### src/rtl/rpsi_pkg.sv
`default_nettype none

package rpsi_pkg;

    // Profile numbering on the six remote select lines.
    localparam int          SEL_W       = 6;
    localparam logic [5:0]  PROF_NONE   = 6'h00;
    localparam logic [5:0]  PROF_FIRST  = 6'h01;
    localparam logic [5:0]  PROF_LAST   = 6'h3F;
    localparam int          PROF_SLOTS  = 64;

    // Stored-profile map after reset: only profile 1 holds valid contents.
    localparam logic [63:0] STORED_RST  = 64'h0000_0000_0000_0002;

    // Clock and debounce timing; the debounce is a least time, so it rounds up.
    localparam int          CLK_PERIOD_NS = 50;
    localparam int          DEBOUNCE_NS   = 1000000;
    localparam int          DEBOUNCE_CYC  = (DEBOUNCE_NS + CLK_PERIOD_NS - 1) / CLK_PERIOD_NS;
    localparam int          CNT_W         = 24;
    localparam logic [23:0] CNT_ZERO      = 24'h000000;
    localparam logic [23:0] CNT_ONE       = 24'h000001;

    // Thermocouple type shared by both temperature channels.
    typedef enum logic [1:0] {
        RPSI_TC_E,
        RPSI_TC_J,
        RPSI_TC_K
    } rpsi_tc_t;

    // Control inputs as one group, so they are synchronised together.
    typedef struct packed {
        logic       estop_closed;  // High while the stop loop is intact.
        logic       alarm_reset;   // High while the reset line is applied.
        logic [5:0] sel;           // Remote select lines, line 0 in bit 0.
    } rpsi_in_t;

    localparam rpsi_in_t IN_RST = '{estop_closed: 1'b0, alarm_reset: 1'b0, sel: 6'h00};

    // The whole state of the block.
    typedef struct packed {
        rpsi_in_t    sync1;          // First synchroniser stage.
        rpsi_in_t    sync2;          // Second synchroniser stage.
        rpsi_in_t    sync3;          // One-cycle history for change detection.
        rpsi_in_t    stable;         // Debounced view of the inputs.
        logic [23:0] cnt;            // Cycles the new input value has held.
        logic [5:0]  panel;          // Profile chosen on the front panel.
        logic [5:0]  active;         // Profile in force.
        logic        remote_mode;    // Remote lines own the selection.
        logic        recall_miss;    // Remote code names an empty slot.
        logic [63:0] stored;         // One bit per profile slot with contents.
        logic        store_we;       // One-cycle save strobe.
        logic [5:0]  store_idx;      // Slot being saved.
        logic        head_power;     // Head actuation power enable.
        logic        alarm_pend;     // Pending alarm.
        logic        limit_pend;     // Pending out-of-limits condition.
        rpsi_tc_t    tc_type;        // Decoded thermocouple type.
    } rpsi_state_t;

endpackage

`default_nettype wire

### src/rtl/rpsi_remote_select.sv
`default_nettype none

module rpsi_remote_select
    import rpsi_pkg::*;
#(
    parameter int DEBOUNCE_CYCLES = DEBOUNCE_CYC
) (
    input  wire logic       ref_clk,
    input  wire logic       rstn,
    input  wire logic [5:0] remote_profile_select_line,
    input  wire logic       alarm_reset_in,
    input  wire logic       estop_loop_closed,
    input  wire logic       panel_up_pulse,
    input  wire logic       panel_down_pulse,
    input  wire logic       panel_save_pulse,
    input  wire logic       alarm_event,
    input  wire logic       limit_event,
    input  wire logic       strap_1_2_bridged,
    input  wire logic       strap_2_3_bridged,
    output logic [5:0]      active_profile,
    output logic            remote_mode,
    output logic            recall_miss,
    output logic            store_we,
    output logic [5:0]      store_profile,
    output logic            head_power_en,
    output logic            alarm_pending,
    output logic            limit_pending,
    output rpsi_tc_t        main_tc_type,
    output rpsi_tc_t        aux_tc_type
);

    ////////////////////////////////////////////////////////////////////////////////
    // State and helpers.

    rpsi_state_t r_reg;   // Registered state.
    rpsi_state_t r_next;  // Next state.

    // Debounce limit, cut to the counter width once here.
    localparam logic [23:0] DEB_LAST = CNT_W'(DEBOUNCE_CYCLES - 1);

    // Step a panel profile up or down, wrapping inside 1..63 so zero never appears.
    function automatic logic [5:0] rpsi_step(input logic [5:0] p, input logic up);
        logic [5:0] n;
        n = p;
        if (up) begin
            n = (p == PROF_LAST) ? PROF_FIRST : p + PROF_FIRST;
        end else begin
            n = (p == PROF_FIRST) ? PROF_LAST : p - PROF_FIRST;
        end
        return n;
    endfunction

    ////////////////////////////////////////////////////////////////////////////////
    // Next-state logic.

    // Control-input decisions use the debounced view, except the stop loop cut-off; keys, events and straps are used as they arrive.
    always_comb begin
        r_next          = r_reg;
        r_next.store_we = 1'b0;

        // Two-stage synchroniser; sync1 feeds only sync2.
        r_next.sync1 = '{estop_closed: estop_loop_closed, alarm_reset: alarm_reset_in,
                         sel: remote_profile_select_line};
        r_next.sync2 = r_reg.sync1;
        r_next.sync3 = r_reg.sync2;

        // The count restarts on every change, so a glitch never reaches the stable view.
        if (r_reg.sync2 != r_reg.sync3 || r_reg.sync2 == r_reg.stable) begin
            r_next.cnt = CNT_ZERO;
        end else if (r_reg.cnt == DEB_LAST) begin
            r_next.stable = r_reg.sync2;
            r_next.cnt    = CNT_ZERO;
        end else begin
            r_next.cnt = r_reg.cnt + CNT_ONE;
        end

        // Any nonzero code hands selection to the remote lines.
        r_next.remote_mode = (r_reg.stable.sel != PROF_NONE);

        if (r_reg.stable.sel != PROF_NONE) begin
            // The code is read as a plain binary number; empty slots are not recalled.
            if (r_reg.stored[r_reg.stable.sel]) begin
                r_next.active      = r_reg.stable.sel;
                r_next.recall_miss = 1'b0;
            end else begin
                r_next.recall_miss = 1'b1;
            end
        end else begin
            // Local control: panel keys move the profile, saving is allowed here only.
            r_next.recall_miss = 1'b0;
            r_next.active      = r_reg.panel;
            if (panel_up_pulse) begin
                r_next.panel = rpsi_step(r_reg.panel, 1'b1);
            end else if (panel_down_pulse) begin
                r_next.panel = rpsi_step(r_reg.panel, 1'b0);
            end
            if (panel_save_pulse) begin
                r_next.store_we                = 1'b1;
                r_next.store_idx               = r_reg.panel;
                r_next.stored[r_reg.panel]     = 1'b1;
            end
        end

        // Power drops straight from the synchronised loop, without waiting for the
        // debounce; it returns only once the closed loop has been stable.
        if (!r_reg.sync2.estop_closed) begin
            r_next.head_power = 1'b0;
        end else begin
            r_next.head_power = r_reg.stable.estop_closed;
        end

        // Reset clears pending flags; a new event in the same cycle wins.
        if (r_reg.stable.alarm_reset) begin
            r_next.alarm_pend = 1'b0;
            r_next.limit_pend = 1'b0;
        end
        if (alarm_event) begin
            r_next.alarm_pend = 1'b1;
        end
        if (limit_event) begin
            r_next.limit_pend = 1'b1;
        end

        // Strap decode; if both straps are fitted, J is taken.
        if (strap_1_2_bridged) begin
            r_next.tc_type = RPSI_TC_J;
        end else if (strap_2_3_bridged) begin
            r_next.tc_type = RPSI_TC_K;
        end else begin
            r_next.tc_type = RPSI_TC_E;
        end
    end

    ////////////////////////////////////////////////////////////////////////////////
    // State register.

    // Reset loads constants only; profile 1 is active until a choice is made.
    always_ff @(posedge ref_clk or negedge rstn) begin
        if (!rstn) begin
            r_reg             <= '0;
            r_reg.sync1       <= IN_RST;
            r_reg.sync2       <= IN_RST;
            r_reg.sync3       <= IN_RST;
            r_reg.stable      <= IN_RST;
            r_reg.panel       <= PROF_FIRST;
            r_reg.active      <= PROF_FIRST;
            r_reg.store_idx   <= PROF_FIRST;
            r_reg.stored      <= STORED_RST;
            r_reg.tc_type     <= RPSI_TC_E;
        end else begin
            r_reg <= r_next;
        end
    end

    ////////////////////////////////////////////////////////////////////////////////
    // Outputs, all taken from the state register.

    assign active_profile = r_reg.active;
    assign remote_mode    = r_reg.remote_mode;
    assign recall_miss    = r_reg.recall_miss;
    assign store_we       = r_reg.store_we;
    assign store_profile  = r_reg.store_idx;
    assign head_power_en  = r_reg.head_power;
    assign alarm_pending  = r_reg.alarm_pend;
    assign limit_pending  = r_reg.limit_pend;
    assign main_tc_type   = r_reg.tc_type;
    // The auxiliary channel reuses the main decode and has no fault path at all.
    assign aux_tc_type    = r_reg.tc_type;
endmodule

`default_nettype wire

### config.mk
export PLATFORM = sky130hd
export DESIGN_NAME = rpsi_remote_select
export DESIGN_NICKNAME = d
export VERILOG_FILES = /design/src/rtl/rpsi_pkg.sv /design/src/rtl/rpsi_remote_select.sv
export SDC_FILE = /design/constraint.sdc
export NUM_CORES = 1
export LEC_CHECK = 0
export CORE_MARGIN = 2
export CORE_UTILIZATION = 29
export CTS_CLUSTER_SIZE = 12
export DETAILED_ROUTE_END_ITERATION = 7
export DONT_BUFFER_PORTS = 1
export GPL_ROUTABILITY_DRIVEN = 0
export HOLD_SLACK_MARGIN = 0.08
export PLACE_DENSITY_LB_ADDON = 0.15
export SYNTH_ARGS = -nofsm -noshare
export SYNTH_HDL_FRONTEND = slang
export SYNTH_SLANG_ARGS = --single-unit
### constraint.sdc
create_clock -name ref_clk -period 5.1 [get_ports ref_clk]
set_clock_uncertainty 0.05 [all_clocks]
set_input_delay 0.255 -clock ref_clk [delete_from_list [all_inputs] [get_ports ref_clk]]
set_output_delay 0.255 -clock ref_clk [all_outputs]
set_load 0.05 [all_outputs]
-- Word-level counts from Yosys, hierarchy flattened
Index checks and enable logic that the tools add are counted.
Widths: inputs -> output; s select.
- register bits: 146
- bits in latches: 0
- bits in writable memories: 0
- memory bits (read-only): 0
- input bits: 17
- output and inout port bits: 22
- logic and storage cells: 70
- memories kept: 0
- add/sub/neg operators: 3
- $mul: 0
- div/mod/pow operators: 0
- $lt $le $gt $ge: 3
- equality and inequality tests: 6
- shift-type cells: 0
- muxes and demuxes: 22
- bitwise operators: 3
- reduce and logical (&&, ||, !) cells: 9
- operators with widths (cell ; count):
    $or 64x64->64 ; 1
    $mux 24 ; 2
    $mux 6 ; 6
    $add 24x1->24 const B ; 1
    $eq 24x15->1 const B ; 1
    $lt 6x7->1 const B ; 2
    $mux 7 ; 2
    $eq 8x8->1 ; 1
    $ne 8x8->1 ; 1
    $mux 1 ; 7
    $add 6x1->6 const B ; 1
    $bmux 1 s6 ; 1
    $demux 1 s6 ; 1
    $eq 6x1->1 const B ; 1
    $eq 6x6->1 const B ; 1
    $ge 6x1->1 const B ; 1
    $mux 2 ; 3
    $reduce_and 2->1 ; 3
    $reduce_bool 2->1 ; 3
    $reduce_bool 6->1 ; 1
    $sub 6x1->6 const B ; 1
    $ne 2x1->1 const B ; 1
    $not 1->1 ; 2
    $logic_and 1x1->1 ; 1
    $logic_or 1x1->1 ; 1

-- Depth between registers and ports, before layout
Gate-level depths: netlist (run 1).
- depth after elaboration: 5
- depth in mapped cells: 10
- mapped depth without buffers: 7

-- Worst setup path after synthesis (run 1)
No wires, ideal clock.
- path type: reg2reg
- start: register r_reg[114] in the netlist's numbering
- end: register r_reg, in the netlist active_profile[1]
- setup time: 0.125 ns
- arrival time: 1.948 ns
- slack: 2.977 ns
- cell stages (with the launch flop): 10
- path buffers: 3
- path through: dfrtp_1 > buf_6 > buf_4 > buf_4 > mux2i_1 > a22oi_1 > nand3_1 > nand4b_1 > o22ai_4 > mux2_4
- word-level cells in the longest chain between the ends: 3
- elaborated cells between the ends (all ways): 5
- RTL lines (what ; line ; text):
    start, declared ; rpsi_remote_select.sv:35 ; rpsi_state_t r_reg;
    start signal, assigned ; rpsi_remote_select.sv:151 ; r_reg <= r_next;
    $bmux 1 s6 ; rpsi_remote_select.sv:82 ; if (r_reg.stored[r_reg.stable.sel]) begin
    $mux 1 (not written as such) ; rpsi_remote_select.sv:82 ;
    $ne 2x1->1 (no source line) ; - ;
Parallel ways exist; a longest one is shown, timed or not. The select of a mux whose other input is x is not followed.
A chain may end at the register's enable or synchronous reset.

-- Worst setup path in the final report (run 1)
Same ends and word-level chain as after synthesis.

==> key figures, run 1 <==
Final layout
  – NumNets Final: roughly 580
  – Final instance area: 7320 sq um
  – Max reg flops: 110
  – Number of inserted diodes: 0
  – Final-layout fill cell count: 2218
  – Multi-input logic area: approximately 2500 sq um
  – FF+latch area: 3660 sq um
  – Share of layout cells above drive strength 1: 0.111
  – Area growth, synth to finish: 12.8%

Synthesis
  – Netlist cell types: 52
  – Cell count after synthesis: ~560
  – Syn_nets: approximately 580
  – Main synth FF type: dfrtp_1
  – EDFF count, synth: 0
  – Avg Cell Area, Syn: about 12 sq um
  – Synthesized area: 6480 sq um
  – Register bit total from synthesis: 146
  – YS warnings: 0
  – Register area share after synthesis: 0.564
  – Ys async rst share: 1.00

Routing
  – Routed vias/inst: 4.85
  – Total Wirelength: around 15000 microns
  – Detailed-route via count: 4114
  – Post-route ant nets: 0
  – DRT Pass-1 Iters: 4
  – Residual DRC: 0
  – WL/cell: 17.8 microns
  – Initial DRC count: around 300

STA
  – Final setup TNS: 0 ns
  – RSZ-0062 raised after global routing: false
  – Slew margin rel.: 0.335
  – Final setup viols: 0
  – Crit share post-route: 0.567
  – Worst-margin pin slew: 0.998 ns
  – Post-route minimum period: a little under 3 ns
  – Final count of pins violating max slew: 0
  – Final count of hold timing violations: 0
  – Fmax: 346 MHz

Critical path
  – Max FO, Critical Path: 34
  – Crit path from: r_reg[114]$_DFFE_PN0P_
  – R2r endpoint: active_profile[1]$_DFFE_PN0P_
  – Reg2reg start: r_reg[114]$_DFFE_PN0P_
  – Critical path arrival: roughly 3.1 ns
  – CP endpoint kind: flop
  – Worst Path Required: 5.35 ns
  – Reg2Reg Setup Slack: 2.21 ns
  – CP startpoint kind: flop
  – Crit Path Category: flop to flop
  – Reg2Reg Depth: 6

Global route
  – First-pass GRT wire length: 24700 microns
  – Initial antenna violation count: 0
  – Vias in the first global route: about 4300
  – Congestion Overflow GR: 0
  – Global Route Usage Sum: 0.134
  – Maximum number of pins on one net before global-route repair: 147

Clocking
  – Worst-path clk slew: 0.06 ns
  – CTS H-tree lvls: 4
  – Root Buffer: clkbuf_16
  – CTS Buf Count: 17
  – # clock sinks: between 100 and 150
  – Clk Latency, worst-skew pair: 0.42 ns
  – Max Root-Sink Buffers: 2
  – Setup bufs post-CTS: 0
  – CTS tree: built

Placement
  – Port bufs: 0
  – HPWL reported at the end of detailed placement: 9710 microns
  – Post-DP Area: 6580 sq um

Floorplanning
  – Site row count: 54
  – IO Count: 39
  – Die footprint: between 20000 and 25000 sq um
  – Initial core utilization: 0.296
  – Core footprint: 21900 sq um
  – Die width: 154 microns
  – Die Y: about 150 microns

Power and ir drop
  – Leak: 3.06 nW
  – Maximum vdd drop: 0.244 mV
  – Final Total Pwr: 3.71 mW
  – Pwr dens: about 500 nW/um^2

Status
  – Status: complete, no violations

Worst hold path
  – Hold Crit Endpoint: r_reg[84]$_DFFE_PN1P_
  – Hold crit path type: input port to flop
  – Hold path depth: 4
  – Worst hold start: panel_down_pulse

Job
  – Max-capacitance violation count: 0
## report_power, final
group          switching [mW]  internal (mW)
sequential              0.374           1.45
clock                   0.539          0.685
combinational           0.353          0.305
total                    1.27           2.44
## worst max path at each step
stage	to	cells after the start
final	active_profile[1]$_DFFE_PN0P_	6
after global routing	r_reg[58]$_DFFE_PN0P_	6
after CTS	active_profile[1]$_DFFE_PN0P_	6
after detailed placement	active_profile[1]$_DFFE_PN0P_	6
after global placement	active_profile[2]$_DFFE_PN0P_	6
after floorplan	active_profile[1]$_DFFE_PN0P_	9
## per-layer routing
metal / part of all wire / track usage
met1: 0.48 / 0.182
met2: 0.47 / 0.209
met3: 0.041 / 0.0355
met4: 0.0054 / 0.0419
met5: 0 / 0
## worst max-delay path: stages (launching register included)
cell	delay, ns
dfrtp_2	1.02
mux4_2	0.60
mux2i_1	0.14
nor2_1	0.04
nand4b_1	0.24
o22ai_4	0.32
mux2_4	0.34
## cell usage after synthesis (2+ instances only)
| cell type | count | area share |
|---|---|---|
| a21o_1 | 9 | 0.010 |
| a21oi_1 | 15 | 0.012 |
| a22oi_1 | 13 | 0.015 |
| and2_1 | 2 | 0.0019 |
| and3_1 | 3 | 0.0029 |
| and4_1 | 4 | 0.0054 |
| buf_2 | 4 | 0.0031 |
| buf_4 | 18 | 0.021 |
| buf_6 | 3 | 0.0052 |
| clkbuf_1 | 13 | 0.0075 |
| dfrtp_1 | 142 | 0.55 |
| dfstp_2 | 4 | 0.016 |
| ha_1 | 5 | 0.0096 |
| inv_1 | 16 | 0.0093 |
| mux2_2 | 8 | 0.014 |
| mux2_4 | 2 | 0.0046 |
| mux2i_1 | 32 | 0.049 |
| mux4_2 | 2 | 0.0069 |
| nand2_1 | 43 | 0.025 |
| nand2b_1 | 3 | 0.0029 |
| nand3_1 | 20 | 0.015 |
| nand4_1 | 7 | 0.0068 |
| nor2_1 | 40 | 0.023 |
| nor2b_1 | 4 | 0.0039 |
| nor3_1 | 5 | 0.0039 |
| nor4_1 | 7 | 0.0068 |
| o21ai_0 | 15 | 0.012 |
| o21bai_1 | 57 | 0.066 |
| or2_2 | 5 | 0.0048 |
| or3b_2 | 2 | 0.0027 |
| xnor2_1 | 8 | 0.011 |
| xor2_1 | 31 | 0.042 |
## repair_timing
item                                   CTS  global route
hold buffers                            15             0
endpoints found under the hold margin  163             0
resized for setup                        0             0
## through the flow
stage          cells  hold slack [ns]  worst slack (ns)   util
6_report         849           0.0965              2.21  0.334
5_1_grt          849            0.123              2.03  0.334
4_1_cts          849           0.0852              2.19  0.334
3_5_place_dp     802          -0.0783              2.20  0.300
3_3_place_gp     802          -0.0779              2.25  0.300
2_1_floorplan    562          -0.0906              2.98      -
## layout make-up
| class | count | share of cell area |
|---|---|---|
| Clock buffer | 17 | 0.0581 |
| Clock inverter | 15 | 0.0205 |
| Sequential cell | 146 | 0.500 |
| Inverter | 17 | 0.00872 |
| Tap cell | 280 | 0.0479 |
| Multi-Input combinational cell | 359 | 0.342 |
| Timing Repair Buffer | 15 | 0.0229 |
## kinds of logic after synthesis
| group | count (synthesis) | share of synthesized area |
|---|---|---|
| muxes | 44 | 0.0749 |
| DFF | 146 | 0.564 |
| buffers and inverters | 57 | 0.0502 |
| AOI/OAI and AO/OA | 119 | 0.133 |
| adders and majority gates | 5 | 0.00965 |
| and+or+nand+nor | 152 | 0.116 |
| xor gates and xnor gates | 39 | 0.0527 |
## placed cells by master (no fill, tap or decap), types with 9 or more instances in the layout
master / netlist / routed
mux2i_1: 32 / 32
o21bai_1: 57 / 57
o21ai_0: 15 / 15
a22oi_1: 13 / 13
nand3_1: 20 / 20
a21o_1: 9 / 9
inv_1: 16 / 16
nor2_1: 40 / 40
clkbuf_16: 0 / 17
xor2_1: 31 / 31
dlygate4sd3_1: 0 / 14
a21oi_1: 15 / 15
nand2_1: 43 / 43
dfrtp_1: 142 / 141
Power figures use the tool's default switching activity.
==> run 2, diff against run 1 <==
Settings changed: ABC_AREA set to 1.
Clock period 5.1 ns to 3 ns, I/O delays scaled along.
==> key figures, run 2 <==
Status
  – Status: finished with violations
  – Failing checks: negative hold slack

Synthesis
  – Netlist cell types: 42 (-19%)
  – Avg Cell Area, Syn: 9.29 sq um (-20%)
  – EDFF count, synth: 0 (unchanged)
  – Register bit total from synthesis: 146 (unchanged)
  – Syn_nets: 748 (+28%)
  – Cell count after synthesis: 726 (+29%)
  – YS warnings: 0 (unchanged)
  – Register area share after synthesis: 0.543 (-0.0215)
  – Post-synth top area cell: dfrtp_1
  – Commonest cells in the netlist: nand2_1, dfrtp_1, nand3_1, inv_1, nor2_1
  – Top-area cell type share of the netlist area: 0.527 (-0.0208)
  – Top post-synthesis cells by area: dfrtp_1, nand2_1, nand3_1
  – Count leader, synth: nand2_1
  – Main synth FF type: dfrtp_1
  – Ys async rst share: 1.00 (unchanged)
  – Synthesized area: 6740 sq um (+4.0%)

Global route
  – Global Route Usage Sum: 0.142 (+0.00841)
  – Maximum number of pins on one net before global-route repair: 147 (unchanged)
  – Vias in the first global route: 4954 (+14%)
  – Initial antenna violation count: 0 (unchanged)
  – Congestion Overflow GR: 0 (unchanged)
  – First-pass GRT wire length: 26800 microns (+8.8%)

Routing
  – Initial DRC count: 322 (+6.6%)
  – Total Wirelength: 16100 microns (+6.4%)
  – Detailed-route via count: 4875 (+18%)
  – Residual DRC: 0 (unchanged)
  – DRT Pass-1 Iters: 5 (+1)
  – Post-route ant nets: 0 (unchanged)
  – Routed vias/inst: 4.75 (-2.0%)
  – WL/cell: 15.6 microns (-12%)

Job
  – Max-capacitance violation count: 0 (unchanged)

Placement
  – DP Worst Slack: 0.494 ns (-1.71 ns)
  – HPWL reported at the end of detailed placement: 11000 microns (+13%)
  – Port bufs: 0 (unchanged)
  – Placed Cells: 980 (+22%)
  – Post-DP Area: 6860 sq um (+4.3%)

Final layout
  – Commonest non-fill, non-tap cell in the layout: nand2_1
  – Number of inserted diodes: 0 (unchanged)
  – Most frequent cells in the layout: nand2_1, dfrtp_1, nand3_1, inv_1, nor2_1
  – Area growth, synth to finish: 13.0%
  – FF+latch area: 3660 sq um (about the same)
  – Multi-input logic area: 2530 sq um (+1.2%)
  – Max reg flops: 110 (unchanged)
  – Share of layout cells above drive strength 1: 0.124 (+0.0133)
  – Final-layout fill cell count: 2357 (+6.3%)
  – Layout Cells excl Fill: 1027 (+21%)
  – NumNets Final: 751 (+30%)
  – Final instance area: 7620 sq um (+4.1%)
  – Layout Utilization: 0.335 (+0.00118)

Critical path
  – Slowest-stage cell, CP: dfrtp_1
  – Bufs and invs on worst path: 3 (+3)
  – CP endpoint kind: flop
  – CP startpoint kind: flop
  – Worst Path Required: 3.28 ns (-2.07 ns)
  – Largest stage delay on the critical path: 0.53 ns (-0.49 ns)
  – Crit-path most repeated cell: inv_2
  – Max FO, Critical Path: 27 (-21%)
  – Crit Path Category: flop to flop
  – Crit path cell chain: buf_4 > nor2_1 > nand3_2 > inv_2 > nand2_4 > inv_2 > nand4_2 > o21ai_0
  – Critical path arrival: 2.75 ns (-0.39 ns)
  – Cell family contributing the most delay on the critical path: simple AND/OR/NAND/NOR gates

STA
  – Final setup viols: 0 (unchanged)
  – Final setup TNS: 0 ns (unchanged)
  – Crit share post-route: 0.825 (+0.258)
  – Worst setup margin: 0.526 ns (-1.68 ns)
  – Fmax: 404 MHz (+17%)
  – RSZ-0062 raised after global routing: false
  – Hold WS: -0.622 ns (-0.718 ns)
  – Worst-margin pin slew: 0.864 ns (-0.134 ns)
  – Slew margin rel.: 0.424 (+0.0895)
  – Post-route minimum period: 2.47 ns (-0.418 ns)
  – Final count of pins violating max slew: 0 (unchanged)
  – Final count of hold timing violations: 146 (+146)

Clocking
  – Root Buffer: clkbuf_16
  – Max Root-Sink Buffers: 2 (unchanged)
  – Worst-path clk slew: 0.06 ns (about the same)
  – CTS tree: built
  – CTS H-tree lvls: 4 (unchanged)
  – Post_cts resized: 0 (unchanged)
  – # clock sinks: 146 (unchanged)
  – Clk Latency, worst-skew pair: 0.42 ns (about the same)
  – Hold-fix buffers, CTS: 15 (unchanged)
  – CTS Buf Count: 17 (unchanged)
  – Setup bufs post-CTS: 0 (unchanged)

Power and ir drop
  – Leak: 3.30 nW (+7.9%)
  – Pwr dens: 795 nW/um^2 (+57%)
  – Final Total Pwr: 6.06 mW (+63%)
  – Maximum vdd drop: 0.300 mV (+23%)

Floorplanning
  – IO Count: 39 (unchanged)
  – Initial core utilization: 0.297 (+0.000620)
  – Site row count: 55 (+1.9%)
  – Die Y: 156 microns (+1.9%)
  – Die width: 156 microns (+1.9%)
  – Core footprint: 22700 sq um (+3.7%)
  – Die footprint: 24500 sq um (+3.8%)

Worst hold path
  – Hold crit path type: input port to async pin
[run 2: worst register-to-register path, stage by stage, from the launching register on]
cell,delay (ns)
dfrtp_1,0.53
buf_4,0.31
nor2_1,0.16
nand3_2,0.27
inv_2,0.19
nand2_4,0.11
inv_2,0.23
nand4_2,0.27
o21ai_0,0.26
[run 2: area by class of cell]
cell class              count  share of cell area
flip-flops and latches    146               0.480
repair buffers             20              0.0246
clock buffers              17              0.0558
inverters                  73              0.0360
clock inverters            15              0.0243
well taps                 285              0.0468
multi-input cells         471               0.332
[run 2: path summary, 6_finish.rpt]
check / start / endpoint / slack [ns] / cells after the start
worst max register to register: r_reg[114]$_DFFE_PN0P_ / r_reg[58]$_DFFE_PN0P_ / 0.53 / 8
worst min register to register: r_next[132]$_DFF_PN0_ / r_next[124]$_DFF_PN0_ / 0.30 / 0
worst max-delay path: r_reg[114]$_DFFE_PN0P_ / r_reg[58]$_DFFE_PN0P_ / 0.53 / 8
min in group ref_clk: remote_profile_select_line[5] / r_next[135]$_DFF_PN0_ / 0.22 / 1
max in group asynchronous: rstn / r_reg[13]$_DFFE_PN1P_ / 3.30 / 0
worst min-delay path: rstn / r_reg[12]$_DFFE_PN0P_ / -0.62 / 0
[run 2: report_power, final]
group,internal (mW),leakage [nW],switching [mW]
Clock,1.27,0.300,0.941
Combinational,0.364,1.26,0.610
Sequential,2.32,1.73,0.552
[run 2: kinds of logic (layout without fill, tap and decap cells)]
logic type / Yosys count / in the layout / share of synthesized area
and+or+nand+nor: 323 / 323 / 0.227
DFF: 146 / 146 / 0.543
AOI/OAI and AO/OA: 126 / 126 / 0.117
buffers and inverters: 109 / 125 / 0.0818
xor gates and xnor gates: 17 / 17 / 0.0221
adders and majority gates: 5 / 5 / 0.00928
[run 2: layer usage]
layer  wire (microns)  vias up  global-route usage
li1                 -     2384                   -
met1             7720     2386               0.194
met2             7480       83               0.222
met3              539       22              0.0269
met4              322        0              0.0594
met5                0        -                   0
==> run 3, diff against run 2 <==
Settings changed: ABC_AREA 1 to 0.
Clock period 3 ns to 2.52 ns, I/O delays scaled along.
==> key figures, run 3 (synthesized netlist as in run 1, its figures left out) <==
Status
  – Status: finished with violations
  – Failing checks: negative hold slack

Clocking
  – CTS Buf Count: 17 (unchanged)
  – CTS H-tree lvls: 4 (unchanged)
  – Clk Latency, worst-skew pair: 0.42 ns (about the same)
  – Worst-path clk slew: 0.06 ns (about the same)
  – Max Root-Sink Buffers: 2 (unchanged)
  – CTS tree: built
  – Hold-fix buffers, CTS: 15 (unchanged)
  – # clock sinks: 146 (unchanged)
  – Root Buffer: clkbuf_16

Critical path
  – Crit path cell chain: and2b_1 > a22oi_1 > a21oi_1 > a2111oi_4 > o22ai_4 > mux2_4
  – CP endpoint kind: flop
  – Critical path arrival: 2.58 ns (-0.17 ns)
  – Crit Path Category: flop to flop
  – Slowest-stage cell, CP: dfrtp_1
  – Bufs and invs on worst path: 0 (-3)
  – CP startpoint kind: flop
  – Cell family contributing the most delay on the critical path: compound AO/OA/AOI/OAI gates
  – Worst Path Required: 2.77 ns (-0.51 ns)
  – Max FO, Critical Path: 8 (-70%)
  – Largest stage delay on the critical path: 0.53 ns (about the same)

Routing
  – Total Wirelength: 15000 microns (-6.7%)
  – DRT Pass-1 Iters: 5 (unchanged)
  – Post-route ant nets: 0 (unchanged)
  – Routed vias/inst: 4.81 (+1.3%)
  – WL/cell: 17.4 microns (+11%)
  – Detailed-route via count: 4140 (-15%)
  – Residual DRC: 0 (unchanged)
  – Initial DRC count: 160 (-50%)

Power and ir drop
  – Maximum vdd drop: 0.513 mV (+71%)
  – Final Total Pwr: 7.62 mW (+26%)
  – Pwr dens: 1020 nW/um^2 (+29%)
  – Leak: 3.12 nW (-5.2%)

Final layout
  – Commonest non-fill, non-tap cell in the layout: dfrtp_1
  – Most frequent cells in the layout: dfrtp_1, o21bai_1, nand2_1, nor2_1, mux2i_1
  – NumNets Final: 590 (-21%)
  – Final instance area: 7450 sq um (-2.2%)
  – Max reg flops: 110 (unchanged)
  – Layout Utilization: 0.340 (+0.00482)
  – Area growth, synth to finish: 14.9%
  – Share of layout cells above drive strength 1: 0.127 (+0.00338)
  – Number of inserted diodes: 0 (unchanged)

STA
  – Final count of pins violating max slew: 0 (unchanged)
  – Final setup viols: 0 (unchanged)
  – Final count of hold timing violations: 146 (unchanged)
  – Hold WS: -0.640 ns (-0.0179 ns)
  – Post-route minimum period: 2.32 ns (-0.151 ns)
  – Slew margin rel.: 0.421 (-0.00297)
  – Fmax: 431 MHz (+6.5%)
  – RSZ-0062 raised after global routing: false
  – Final setup TNS: 0 ns (unchanged)
  – Crit share post-route: 0.922 (+0.0971)
  – Worst-margin pin slew: 0.869 ns (+0.00445 ns)

Global route
  – Vias in the first global route: 4234 (-15%)
  – Maximum number of pins on one net before global-route repair: 147 (unchanged)
  – Initial antenna violation count: 0 (unchanged)
  – Congestion Overflow GR: 0 (unchanged)
  – Global Route Usage Sum: 0.133 (-0.00967)
  – First-pass GRT wire length: 24100 microns (-10%)

Job
  – Max-capacitance violation count: 0 (unchanged)

Floorplanning
  – Die width: 154 microns (-1.9%)
  – Site row count: 54 (-1.8%)
  – Core footprint: 21900 sq um (-3.6%)
  – Initial core utilization: 0.296 (-0.000620)
  – Die footprint: 23600 sq um (-3.7%)
  – Die Y: 154 microns (-1.9%)
  – IO Count: 39 (unchanged)

Placement
  – Post-DP Area: 6680 sq um (-2.6%)
  – HPWL reported at the end of detailed placement: 9980 microns (-9.4%)
  – Port bufs: 0 (unchanged)

Worst hold path
  – Hold crit path type: input port to async pin
==> run 3: changes by cell type in the layout (fill, tap and decap cells not counted), sizes merged, moves of 10 or more <==
cell	delta
inv	-64
o21bai	+20
nor2	-18
mux2i	+32
nand3	-58
o21ai	-43
mux2	+10
a22oi	+12
nand2	-111
xor2	+25
==> run 3: final timing paths <==
| kind | cells past startpoint | slack, ns | startpoint | endpoint |
|---|---|---|---|---|
| max in group asynchronous | 0 | 2.72 | rstn | active_profile[0]$_DFFE_PN1P_ |
| min in group ref_clk | 3 | 0.15 | panel_down_pulse | r_reg[85]$_DFFE_PN0P_ |
| worst max-delay path | 6 | 0.20 | r_reg[116]$_DFFE_PN0P_ | active_profile[2]$_DFFE_PN0P_ |
| worst min register to register | 0 | 0.30 | r_next[136]$_DFF_PN0_ | r_next[128]$_DFF_PN0_ |
| worst max register to register | 6 | 0.20 | r_reg[116]$_DFFE_PN0P_ | active_profile[2]$_DFFE_PN0P_ |
| worst min-delay path | 0 | -0.64 | rstn | store_we$_DFF_PN0_ |
==> run 3: through the flow <==
step / instances / setup WS, ns / hold slack [ns]
after floorplan: 562 / 0.397 / -0.220
after global placement: 813 / 0.143 / -0.208
after detailed placement: 813 / 0.00527 / -0.208
after CTS: 860 / 0.0257 / -0.664
after global routing: 861 / 0.0942 / -0.670
final: 861 / 0.197 / -0.640
==> run 3: report_power, final <==
part	switching [mW]	internal (mW)	leakage, nW
clock network	1.02	1.57	0.284
logic	0.723	0.635	1.01
registers	0.732	2.93	1.83
==> run 3: what timing repair did <==
| action | in CTS | in global routing |
|---|---|---|
| endpoints found under the setup margin | 0 | 7 |
| resized for setup | 0 | 1 |
| hold endpoints to repair | 166 | 146 |
| setup buffers | 0 | 1 |
==> run 3: worst reg2reg max path, stage by stage, from the launching register on <==
cell and delay [ns]:
dfrtp_1 0.53, and2b_1 0.31, a22oi_1 0.20, a21oi_1 0.13
a2111oi_4 0.46, o22ai_4 0.20, mux2_4 0.33
==> run 3: area by class of cell <==
type	count	area, sq um
multi-input cells	359	2500
clock buffers	18	429
well taps	280	350
fillers	2206	14400
inverters	17	63.8
flip-flops and latches	146	3660
repair buffers	27	265
clock inverters	14	178
==> run 3: metal layers <==
layer | up-vias | global-route usage | wire length (microns)
met5 | - | 0 | 0
met4 | 0 | 0.0437 | 228
met3 | 19 | 0.0344 | 492
met2 | 58 | 0.201 | 6910
met1 | 2110 | 0.185 | 7350
li1 | 1953 | - | -
